==> src/hdl/phy_strap_cfg.svh <==
// Functional notes
// software writes the strap fields after reset, then sets bit 15 of the first strap register at 0x0009.
// on configuration completion an internal reset pulse is made and the strap fields are latched.
// bit 15 set enables far-end link drop: the transmitter is shut off when the link is lost.
// far-end link drop acts only in forced 100BT mode and has no effect in any other mode.
// bit 6 selects fast link-up during parallel detection, clear selects normal timing.
// bit 6 is set by hardware whenever fast or robust automatic crossover is selected.
// bit 5 set forces full duplex when in auto-negotiation or forced 100B-TX against a forced 100B-TX partner.
// bit 5 clear leaves the duplex choice to the standard resolution with no forcing.
// bit 4 set lights the link indicator only for a 100B-TX full duplex link, clear for any link.
// bit 3 set isolates the MII outputs while an established 100B-TX link is half duplex.
// bit 2 enables or disables reporting of receive symbol errors seen during idle.
// bit 1 set suppresses the transmit error on a TX_EN drop at an odd nibble.
// with detection on, a TX_EN drop at an odd nibble extends TX_EN one nibble with TX_ER high.
// bit 0 picks the RMII receive data reference: one RX_CLK, zero the crystal clock input.
// software keeps reserved bits 14 and 13:7 by read-modify-write when writing this register.
`ifndef PHY_STRAP_CFG_SVH
`define PHY_STRAP_CFG_SVH

// ----------------------------------------
// register map
// ----------------------------------------
`define ADDR_W 5
`define DATA_W 16
`define SSC_TWO_ADDR 5'h0A
`define STRAP_STAT_ADDR 5'h1A
`define SSC_TWO_RESET 16'h0100

// ----------------------------------------
// field positions
// ----------------------------------------
`define B_FAR_DROP 15
`define B_FAST_PD 6
`define B_EXT_FD 5
`define B_QUAL_LED 4
`define B_HD_ISO 3
`define B_IDLE_ERR 2
`define B_ODD_DIS 1
`define B_RMII_RXCLK 0

// ----------------------------------------
// timing
// ----------------------------------------
`define CLK_MHZ 100
`define STRAP_RST_CYCLES 4'h4
`define FAR_DROP_HOLD_US 20
`define FAR_DROP_HOLD_CYC (`FAR_DROP_HOLD_US * `CLK_MHZ)

`endif

==> src/hdl/phy_strap_pkg.sv <==
package phy_strap_pkg;

  // ----------------------------------------
  // register layout
  // ----------------------------------------
  typedef struct packed {
    logic forced_fast_remote_link_drop;
    logic rsvd_14;
    logic [6:0] rsvd_13_7;
    logic fast_pd_link_up;
    logic extended_full_duplex_enable;
    logic qualified_link_led;
    logic half_duplex_output_isolation;
    logic idle_symbol_error_detect;
    logic odd_nibble_disable;
    logic rmii_rx_clk_ref;
  } strap_two_t;

  // link state from the pcs and auto-negotiation logic
  typedef struct packed {
    logic link_up;
    logic speed_100;
    logic forced_100bt;
    logic autoneg_on;
    logic partner_forced_100tx;
    logic std_full_duplex;
  } link_state_t;

  // resolved controls toward the datapath
  typedef struct packed {
    logic full_duplex;
    logic link_led;
    logic mii_isolate;
    logic tx_disable;
    logic fast_pd;
    logic rmii_rx_clk_sel;
  } link_ctrl_t;

  // strap latch sequencer
  typedef enum logic [1:0] {
    ST_WAIT = 2'b00,
    ST_PULSE = 2'b01,
    ST_RUN = 2'b11
  } strap_state_t;

endpackage : phy_strap_pkg

==> src/hdl/phy_soft_strap_config_two.sv <==
`include "phy_strap_cfg.svh"

module phy_soft_strap_config_two
  import phy_strap_pkg::*;
(
  input wire logic clk,
  input wire logic rst,
  // register port
  input wire logic [`ADDR_W-1:0] addr,
  input wire logic [`DATA_W-1:0] wdata,
  input wire logic wr,
  input wire logic rd,
  output logic [`DATA_W-1:0] rdata,
  // from the first strap register
  input wire logic config_done,
  input wire logic fast_mdix_mode,
  input wire logic robust_mdix_mode,
  // link state
  input wire link_state_t link_in,
  // receive symbol checker
  input wire logic rx_sym_err,
  input wire logic rx_idle,
  // transmit nibbles from the mac side
  input wire logic tx_nib_stb,
  input wire logic tx_en_in,
  input wire logic tx_er_in,
  // results
  output logic strap_reset_pulse,
  output link_ctrl_t ctrl,
  output logic rx_err_out,
  output logic tx_en_out,
  output logic tx_er_out,
  output logic tx_odd_err
);

  // software copy and the latched working copy
  strap_two_t ssc_two_r;
  strap_two_t ssc_two_nxt;
  strap_two_t work_r;

  // latch sequencer
  strap_state_t state_r;
  strap_state_t state_nxt;
  logic [3:0] pulse_cnt_r;
  logic latched_r;

  // far-end link drop
  logic link_seen_r;
  logic [15:0] drop_cnt_r;
  logic drop_active_r;

  // duplex outcome and the control flops
  logic full_duplex_c;
  logic full_duplex_r;
  logic link_led_r;
  logic mii_isolate_r;
  logic tx_disable_r;
  logic fast_pd_r;
  logic rmii_rx_clk_sel_r;

  // read path
  logic [`DATA_W-1:0] rdata_nxt;

  // transmitter hold after a link loss, in clock cycles
  localparam logic [15:0] DROP_HOLD = 16'(`FAR_DROP_HOLD_CYC);

  // ----------------------------------------
  // helpers
  // ----------------------------------------

  // an access that hits the given register
  function automatic logic hit(input logic [`ADDR_W-1:0] a, input logic [`ADDR_W-1:0] target);
    hit = (a == target);
  endfunction : hit

  // established 100 Mb link
  function automatic logic link_100(input link_state_t s);
    link_100 = s.link_up && s.speed_100;
  endfunction : link_100

  // ----------------------------------------
  // register write path
  // ----------------------------------------

  // next value: software write, then hardware set of fast link-up
  always_comb begin
    ssc_two_nxt = ssc_two_r;
    if (wr && hit(addr, `SSC_TWO_ADDR)) begin
      ssc_two_nxt = strap_two_t'(wdata);
    end
    if (fast_mdix_mode || robust_mdix_mode) begin
      ssc_two_nxt.fast_pd_link_up = 1'b1;
    end
  end

  // control register storage
  always_ff @(posedge clk or posedge rst) begin
    if (rst) begin
      ssc_two_r <= strap_two_t'(`SSC_TWO_RESET);
    end else begin
      ssc_two_r <= ssc_two_nxt;
    end
  end

  // ----------------------------------------
  // strap latch sequence
  // ----------------------------------------

  // waiting, pulse, running
  always_comb begin
    state_nxt = state_r;
    case (state_r)
      ST_WAIT: begin
        if (config_done) begin
          state_nxt = ST_PULSE;
        end
      end
      ST_PULSE: begin
        if (pulse_cnt_r == `STRAP_RST_CYCLES - 4'h1) begin
          state_nxt = ST_RUN;
        end
      end
      ST_RUN: begin
        if (config_done) begin
          state_nxt = ST_PULSE;
        end
      end
      default: begin
        state_nxt = ST_WAIT;
      end
    endcase
  end

  // state register
  always_ff @(posedge clk or posedge rst) begin
    if (rst) begin
      state_r <= ST_WAIT;
    end else begin
      state_r <= state_nxt;
    end
  end

  // pulse length counter
  always_ff @(posedge clk or posedge rst) begin
    if (rst) begin
      pulse_cnt_r <= 4'h0;
    end else if (state_r == ST_PULSE) begin
      pulse_cnt_r <= pulse_cnt_r + 4'h1;
    end else begin
      pulse_cnt_r <= 4'h0;
    end
  end

  // internal reset pulse, high while pulsing
  always_ff @(posedge clk or posedge rst) begin
    if (rst) begin
      strap_reset_pulse <= 1'b0;
    end else begin
      strap_reset_pulse <= (state_nxt == ST_PULSE);
    end
  end

  // working copy of the strap fields, taken when completion arrives
  always_ff @(posedge clk or posedge rst) begin
    if (rst) begin
      work_r <= strap_two_t'(`SSC_TWO_RESET);
    end else if (config_done && state_r != ST_PULSE) begin
      work_r <= ssc_two_nxt;
    end
  end

  // latched flag for the status read
  always_ff @(posedge clk or posedge rst) begin
    if (rst) begin
      latched_r <= 1'b0;
    end else if (state_r == ST_PULSE) begin
      latched_r <= 1'b1;
    end
  end

  // ----------------------------------------
  // far-end link drop
  // ----------------------------------------

  // remember that a link was up, to spot a loss
  always_ff @(posedge clk or posedge rst) begin
    if (rst) begin
      link_seen_r <= 1'b0;
    end else begin
      link_seen_r <= link_in.link_up;
    end
  end

  // hold the transmitter off for a while after the link is lost
  always_ff @(posedge clk or posedge rst) begin
    if (rst) begin
      drop_active_r <= 1'b0;
      drop_cnt_r <= 16'h0000;
    end else if (!ssc_two_r.forced_fast_remote_link_drop || !link_in.forced_100bt) begin
      drop_active_r <= 1'b0;
      drop_cnt_r <= 16'h0000;
    end else if (link_seen_r && !link_in.link_up) begin
      drop_active_r <= 1'b1;
      drop_cnt_r <= DROP_HOLD;
    end else if (drop_active_r) begin
      drop_cnt_r <= drop_cnt_r - 16'h0001;
      drop_active_r <= (drop_cnt_r != 16'h0001);
    end
  end

  // ----------------------------------------
  // duplex resolution
  // ----------------------------------------

  // extended full duplex overrides the standard outcome
  always_comb begin
    full_duplex_c = link_in.std_full_duplex;
    if (work_r.extended_full_duplex_enable && link_in.partner_forced_100tx &&
        link_in.speed_100 && (link_in.autoneg_on || link_in.forced_100bt)) begin
      full_duplex_c = 1'b1;
    end
  end

  // ----------------------------------------
  // resolved controls
  // ----------------------------------------

  // resolved duplex
  always_ff @(posedge clk or posedge rst) begin
    if (rst) begin
      full_duplex_r <= 1'b0;
    end else begin
      full_duplex_r <= full_duplex_c;
    end
  end

  // link indicator, limited to 100 full duplex when qualified
  always_ff @(posedge clk or posedge rst) begin
    if (rst) begin
      link_led_r <= 1'b0;
    end else begin
      link_led_r <= work_r.qualified_link_led ?
        (link_100(link_in) && full_duplex_c) : link_in.link_up;
    end
  end

  // output isolation on a 100 half duplex link
  always_ff @(posedge clk or posedge rst) begin
    if (rst) begin
      mii_isolate_r <= 1'b0;
    end else begin
      mii_isolate_r <= work_r.half_duplex_output_isolation &&
        link_100(link_in) && !full_duplex_c;
    end
  end

  // transmitter off while the far-end drop holds
  always_ff @(posedge clk or posedge rst) begin
    if (rst) begin
      tx_disable_r <= 1'b0;
    end else begin
      tx_disable_r <= drop_active_r;
    end
  end

  // fast link-up select for parallel detection
  always_ff @(posedge clk or posedge rst) begin
    if (rst) begin
      fast_pd_r <= 1'b0;
    end else begin
      fast_pd_r <= work_r.fast_pd_link_up;
    end
  end

  // receive data reference select
  always_ff @(posedge clk or posedge rst) begin
    if (rst) begin
      rmii_rx_clk_sel_r <= 1'b0;
    end else begin
      rmii_rx_clk_sel_r <= work_r.rmii_rx_clk_ref;
    end
  end

  // control word, every field straight from its flop
  assign ctrl = '{
    full_duplex: full_duplex_r,
    link_led: link_led_r,
    mii_isolate: mii_isolate_r,
    tx_disable: tx_disable_r,
    fast_pd: fast_pd_r,
    rmii_rx_clk_sel: rmii_rx_clk_sel_r
  };

  // ----------------------------------------
  // receive error during idle
  // ----------------------------------------

  // errors inside a frame always pass, idle ones only when enabled
  always_ff @(posedge clk or posedge rst) begin
    if (rst) begin
      rx_err_out <= 1'b0;
    end else begin
      rx_err_out <= rx_sym_err && (!rx_idle || work_r.idle_symbol_error_detect);
    end
  end

  // ----------------------------------------
  // transmit odd nibble check
  // ----------------------------------------

  tx_odd_nibble_guard u_guard (
    .clk(clk),
    .rst(rst),
    .nib_stb(tx_nib_stb),
    .odd_disable(work_r.odd_nibble_disable),
    .tx_en_in(tx_en_in),
    .tx_er_in(tx_er_in),
    .tx_en_out(tx_en_out),
    .tx_er_out(tx_er_out),
    .odd_err(tx_odd_err)
  );

  // ----------------------------------------
  // register read path
  // ----------------------------------------

  // read mux, unmapped addresses read zero
  always_comb begin
    rdata_nxt = '0;
    if (rd && hit(addr, `SSC_TWO_ADDR)) begin
      rdata_nxt = ssc_two_r;
    end else if (rd && hit(addr, `STRAP_STAT_ADDR)) begin
      rdata_nxt = {8'h00, state_r, latched_r, ctrl.full_duplex, ctrl.link_led,
                   ctrl.mii_isolate, ctrl.tx_disable, work_r.fast_pd_link_up};
    end
  end

  // read data stands in the cycle after the strobe only
  always_ff @(posedge clk or posedge rst) begin
    if (rst) begin
      rdata <= '0;
    end else begin
      rdata <= rdata_nxt;
    end
  end

endmodule : phy_soft_strap_config_two

==> src/hdl/tx_odd_nibble_guard.sv <==
`include "phy_strap_cfg.svh"

module tx_odd_nibble_guard
  import phy_strap_pkg::*;
(
  input wire logic clk,
  input wire logic rst,
  input wire logic nib_stb,
  input wire logic odd_disable,
  input wire logic tx_en_in,
  input wire logic tx_er_in,
  output logic tx_en_out,
  output logic tx_er_out,
  output logic odd_err
);

  logic odd_r;
  logic ext_r;

  // frame end after an odd count of nibbles, while detection is on
  function automatic logic odd_end(input logic en, input logic odd, input logic ext, input logic dis);
    odd_end = !en && odd && !ext && !dis;
  endfunction : odd_end

  // ----------------------------------------
  // nibble parity within the frame
  // ----------------------------------------
  always_ff @(posedge clk or posedge rst) begin
    if (rst) begin
      odd_r <= 1'b0;
    end else if (nib_stb) begin
      odd_r <= tx_en_in ? ~odd_r : 1'b0;
    end
  end

  // ----------------------------------------
  // one extra nibble with error on an odd end
  // ----------------------------------------
  always_ff @(posedge clk or posedge rst) begin
    if (rst) begin
      ext_r <= 1'b0;
    end else if (nib_stb) begin
      ext_r <= odd_end(tx_en_in, odd_r, ext_r, odd_disable);
    end
  end

  // passed-through nibble state, updated per nibble
  always_ff @(posedge clk or posedge rst) begin
    if (rst) begin
      tx_en_out <= 1'b0;
      tx_er_out <= 1'b0;
    end else if (nib_stb) begin
      tx_en_out <= tx_en_in | odd_end(tx_en_in, odd_r, ext_r, odd_disable);
      tx_er_out <= tx_er_in | odd_end(tx_en_in, odd_r, ext_r, odd_disable);
    end
  end

  // error event, one cycle at the start of the extension
  always_ff @(posedge clk or posedge rst) begin
    if (rst) begin
      odd_err <= 1'b0;
    end else begin
      odd_err <= nib_stb && odd_end(tx_en_in, odd_r, ext_r, odd_disable);
    end
  end

endmodule : tx_odd_nibble_guard

==> config.mk <==
export PLATFORM = sky130hd
export DESIGN_NAME = phy_soft_strap_config_two
export DESIGN_NICKNAME = d
export VERILOG_FILES = /design/src/hdl/phy_strap_pkg.sv /design/src/hdl/phy_soft_strap_config_two.sv /design/src/hdl/tx_odd_nibble_guard.sv
export VERILOG_INCLUDE_DIRS = /design/src /design/src/hdl
export SDC_FILE = /design/constraint.sdc
export NUM_CORES = 1
export LEC_CHECK = 0
export BUFFER_PORTS_ARGS = -buffer_cell sky130_fd_sc_hd__buf_2
export CORE_MARGIN = 2
export CORE_UTILIZATION = 40
export DETAILED_ROUTE_END_ITERATION = 10
export PLACE_DENSITY = 0.67
export SLEW_MARGIN = 20
export SYNTH_ARGS = -nofsm -noshare
export SYNTH_HDL_FRONTEND = slang
export SYNTH_SLANG_ARGS = --single-unit
export TNS_END_PERCENT = 30
==> constraint.sdc <==
create_clock -name clk -period 3.2 [get_ports clk]
set_clock_uncertainty 0.05 [all_clocks]
set_input_delay 0.48 -clock clk [delete_from_list [all_inputs] [get_ports clk]]
set_output_delay 0.48 -clock clk [all_outputs]
set_load 0.01 [all_outputs]
# ---- Word level (Yosys, flattened, before mapping)
# Cells that the tools add are included.
dict set report totals {
  ff_bits 77
  wordCells 99
}
dict set report op_classes {
  n_reduce_logical 32
  n_eq_ne 8
  muxes 17
  bitwise_logic 3
  n_addsub 2
}
# op n
set ops {}
lappend ops {{16-bit 2-to-1 mux} 4}
lappend ops {{1-bit logical AND} 17}
lappend ops {{16-bit by 1-bit inequality test with 1-bit output (second input constant)} 1}
lappend ops {{16-bit by 1-bit subtractor with 16-bit output (second input constant)} 1}
lappend ops {{1-bit logical NOT} 8}
lappend ops {{8-bit 2-to-1 mux} 1}
lappend ops {{1-bit 2-to-1 mux} 7}
lappend ops {{7-bit 2-to-1 mux} 1}
lappend ops {{5-bit by 4-bit equality test with 1-bit output (second input constant)} 1}
lappend ops {{5-bit equality test (second input constant)} 1}
lappend ops {{4-bit by 1-bit adder with 4-bit output (second input constant)} 1}
lappend ops {{2-bit by 1-bit equality test with 1-bit output (second input constant)} 2}
lappend ops {{4-bit by 2-bit equality test with 1-bit output (second input constant)} 1}
lappend ops {{1-bit logical OR} 4}
lappend ops {{2-bit 2-to-1 mux} 2}
lappend ops {{4-bit 2-to-1 mux} 1}
lappend ops {{2-bit case mux with 2 select lines} 1}
lappend ops {{3-bit nonzero test} 1}
lappend ops {{2-bit equality test (second input constant)} 1}
lappend ops {{2-bit logical NOT} 1}
lappend ops {{2-bit by 1-bit inequality test with 1-bit output (second input constant)} 1}
lappend ops {{1-bit bitwise OR} 2}
lappend ops {{2-bit OR reduction} 1}
lappend ops {{1-bit inverter} 1}

# ---- Longest topological paths before layout
dict set report logic_depth {
  word_depth 6
  depth_mapped 6
}

# ---- Hierarchy
# A second synthesis with hierarchy kept.
dict set report hier_totals {
  cells_unflattened 252
  area_unflattened_um2 3196.8
}
# mod instances cells_per_inst area_each_um2
set modules_own_cells {}
lappend modules_own_cells {phy_soft_strap_config_two 1 236 2991.6}
lappend modules_own_cells {tx_odd_nibble_guard 1 16 205.2}

# ---- Worst setup path before layout
# OpenSTA, ideal clock, no wires.
dict set report synth_path {
  path_type {in2reg}
  start {input port addr[4]}
  end {register work_r[0] in the netlist's numbering}
  setup_ns 0.125
  path_slack_ns 1.448
  arrival_ns 1.577
  t_required_ns 3.025
  path_stages 4
  n_path_buf 1
  cell_sequence {buf_2 > nand3b_1 > mux2_2 > mux2_2}
}
# element line
set synth_lines {}
lappend synth_lines {{from (decl)} phy_soft_strap_config_two.sv:9} ;# input wire logic [`ADDR_W-1:0] addr,
lappend synth_lines {{to (signal assigned)} phy_soft_strap_config_two.sv:166} ;# work_r <= strap_two_t'(`SSC_TWO_RESET);
lappend synth_lines {{to (signal assigned)} phy_soft_strap_config_two.sv:168} ;# work_r <= ssc_two_nxt;
lappend synth_lines {{to (decl)} phy_soft_strap_config_two.sv:39} ;# strap_two_t work_r;

# ---- Worst setup path in the final report
dict set report layout_path {
  start {register drop_cnt_r[4]}
  end {register drop_cnt_r[15]}
}
dict set report layout_via {
  elab_chain_len 4
}
# element line
set layout_rtl {}
lappend layout_rtl {{from (decl)} phy_soft_strap_config_two.sv:49} ;# logic [15:0] drop_cnt_r;
lappend layout_rtl {{from (signal assigned)} phy_soft_strap_config_two.sv:206} ;# drop_cnt_r <= drop_cnt_r - 16'h0001;
lappend layout_rtl {{16-bit by 1-bit subtractor with 16-bit output} phy_soft_strap_config_two.sv:206}
lappend layout_rtl {{16-bit 2-to-1 mux} phy_soft_strap_config_two.sv:205} ;# end else if (drop_active_r) begin
lappend layout_rtl {{16-bit 2-to-1 mux} phy_soft_strap_config_two.sv:202} ;# end else if (link_seen_r && !link_in.link_up) begin
lappend layout_rtl {{16-bit 2-to-1 mux} phy_soft_strap_config_two.sv:199} ;# end else if (!ssc_two_r.forced_fast_remote_link_drop || !link_in.forced_100bt) begin
# Every way passes these cells. The select of a mux whose other input is x is not followed.
# A chain may end at the register's enable or synchronous reset.

==> impl_metrics.py <==
metrics = {
    "synthesis": {
        "synth_edf_count": 0,
        "synthesis.nets": 303,
        "synth_cells": 259,
        "ys_warn_count": 0,
        "ys_ff_latch": 77,
        "synthesis.area_mm2": 0.00319,
        "synth-seq-area-share": 0.604,
        "yosysUniqueCellTypes": 41,
        "synth.avg_cell_area_um2": 12.3,
        "synth-async-reset-ratio": 1.00,
        "synth_flop_cell": "dfrtp_1",
    },
    "floorplan": {
        "dieHeight_um": 93.3,
        "core_mm2": 0.00773,
        "die_area_mm2": 0.00871,
        "rows": 32,
        "start_util": 0.413,
        "chipWidth_um": 93.3,
        "ios": 66,
    },
    "power": {
        "power_density_mw_per_mm2": 637,
        "p_leak_nw": 1.91,
        "peakVddDrop_mv": 0.254,
    },
    "final_layout": {
        "fill_cells": 703,
        "nNetsFinal": 371,
        "stdcell_count": 434,
        "post-route-util": 0.498,
        "layout_commonest_cell": "dfrtp_1",
        "layout-drive-gt1-share": 0.337,
        "syn_to_final_growth_pct": 20.5,
        "most-common-layout-cells": "76 x dfrtp_1, 65 x buf_2, 28 x nor2_1, 21 x mux2_2, 16 x nand2_1",
        "diodes": 0,
        "final_area_mm2": 0.00385,
    },
    "setup_path": {
        "worstPathArrival_ns": 2.08,
        "critPathLaunchType": "register",
        "r2r-start": "drop_cnt_r[4]",
        "ff2ff_path_depth": 4,
        "r2r_slack_ns": 1.37,
        "crit_type": "register to register",
        "cp.required_ns": 3.44,
        "rr_endpoint": "drop_cnt_r[15]",
        "end_kind": "register",
        "worstPathMaxFanout": 8,
    },
    "routing": {
        "ant_nets": 0,
        "drt-total-wl_um": 5910,
        "via_count": 2073,
        "routed_via_density": 4.78,
        "wire_per_inst_um": 13.6,
        "first_iter_violations": 56,
        "remaining_drc_errors": 0,
        "first_pass_iters": 4,
    },
    "clock_network": {
        "htreeDepth": 3,
        "hold_buffers": 0,
        "cts_buffer_depth": 2,
        "path_clk_slew_ns": 0.08,
        "root_buffer": "clkbuf_8",
        "cts_resized": 0,
        "cts_tree": "built",
        "cts_setup_buffers": 0,
        "cts_buffers": 9,
        "insertion_delay_ns": 0.35,
        "cts_sinks": 77,
    },
    "placement": {
        "dp_hpwl_um": 4220,
        "dpl_cell_area_mm2": 0.00361,
        "dp_slack_ns": 1.22,
        "gp_congestion": 0.760,
        "io_buffers": 65,
        "dp_cells": 418,
    },
    "timing": {
        "slew-limit-headroom": 0.537,
        "worst_slack_ns": 1.37,
        "finalCritPeriodShare": 0.573,
        "rsz0062_at_grt": "no",
        "worst_pin_slew_ns": 0.693,
        "clock.fmax_mhz": 546,
        "finalMaxSlewViolations": 0,
        "min_period_ns": 1.83,
        "finalHoldViolations": 0,
        "setup_tns_ns": 0,
        "setup_violations": 0,
    },
    "run": {
        "maxCapViolations": 0,
    },
    "grt": {
        "grt_overflow": 0,
        "grt_pass1_wl_um": 10100,
        "grt_max_degree": 41,
        "antenna_found_initial": 0,
        "first_global_vias": 2098,
        "gr-usage-all-layers": 0.151,
    },
    "outcome": {
        "outcome": "complete, no violations",
    },
    "min_path": {
        "min_path_type": "primary input to asynchronous set/reset pin",
    },
}
==> cells by family after synthesis <==
logic type               Yosys count  share of synthesized area
AO/OA/AOI/OAI                     22                     0.0435
flip-flops                        77                      0.604
AND/OR/NAND/NOR                   86                      0.150
multiplexers                      32                      0.109
XOR/XNOR                          14                     0.0384
adder cells (fa/ha/maj)            5                     0.0196
buffers and inverters             23                     0.0353
==> layer usage <==
| layer | GRT usage | wire length [um] | vias to the layer above |
|---|---|---|---|
| met4 | 0.0809 | 148 | 0 |
| met2 | 0.230 | 2720 | 50 |
| met1 | 0.207 | 2770 | 990 |
| met5 | 0 | 0 | - |
| met3 | 0.0274 | 266 | 13 |
| li1 | - | - | 1020 |
==> registers in the layout, indices dropped and copies added, names as in the netlist <==
register	cells
pulse_cnt_r	4
drop_cnt_r	16
tx_disable_r	1
u_guard.tx_en_out	1
latched_r	1
ssc_two_r	16
fast_pd_r	1
state_r	2
work_r	7
full_duplex_r	1
drop_active_r	1
u_guard.tx_er_out	1
u_guard.ext_r	1
mii_isolate_r	1
strap_reset_pulse	1
link_seen_r	1
u_guard.odd_err	1
link_led_r	1
u_guard.odd_r	1
rmii_rx_clk_sel_r	1
rx_err_out	1
rdata	16
==> power by group <==
group          internal, mW  total, mW  switching, mW
clock                 0.515      0.867          0.352
combinational         0.190      0.385          0.195
sequential             1.11       1.20         0.0870
==> cells in the mapped netlist, types with 2 or more instances <==
master     number  share of area
mux2_2         21          0.074
buf_2           3         0.0047
and2_1         10          0.020
nand2_1        16          0.019
buf_4           6          0.014
a21oi_1         8          0.013
xnor2_1         5          0.014
o2111ai_1       2         0.0055
nor3_1          4         0.0063
nand4_1         4         0.0078
a21boi_0        2         0.0047
ha_1            5          0.020
o21ai_0         4         0.0063
nor2_1         28          0.033
nand3_1         6         0.0094
xor2_1          9          0.025
nand3b_1        2         0.0047
mux2i_1        11          0.035
dfrtp_1        76           0.60
inv_1          13          0.015
nand3_2         2         0.0063
nand2b_1        3         0.0059
==> metrics by stage <==
step	hold slack, ns	power (mW)
floorplan	0.299	1.49
global placement	0.320	1.59
detailed placement	0.325	1.61
CTS	0.173	2.48
global route	0.212	2.59
finish	0.155	2.45
==> layout make-up <==
type	instances	area, um^2	area share
timing repair buffer	67	353	0.0917
sequential	77	1930	0.501
multi-input combinational	159	1150	0.299
clock buffer	9	124	0.0322
clock inverter	7	114	0.0296
tap	102	128	0.0332
inverter	13	50.0	0.0130
==> worst max-delay path, cell delays in order (launching register included) <==
cell and delay (ns):
dfrtp_1 0.46, nor4_4 0.53, nand3_2 0.18, or4_1 0.48, nand2_1 0.07
==> worst max path at each step <==
stage / from / endpoint / slack (ns) / cells past startpoint
2_1_floorplan: rst / drop_active_r / 0.70 / 1
3_3_place_gp: addr[4] / work_r[3] / 1.24 / 5
3_5_place_dp: addr[4] / work_r[3] / 1.22 / 5
4_1_cts: drop_cnt_r[4] / drop_cnt_r[15] / 1.38 / 4
5_1_grt: drop_cnt_r[4] / drop_cnt_r[15] / 1.27 / 4
6_report: drop_cnt_r[4] / drop_cnt_r[15] / 1.37 / 4
No activity file was read; power rests on OpenSTA's default activity.
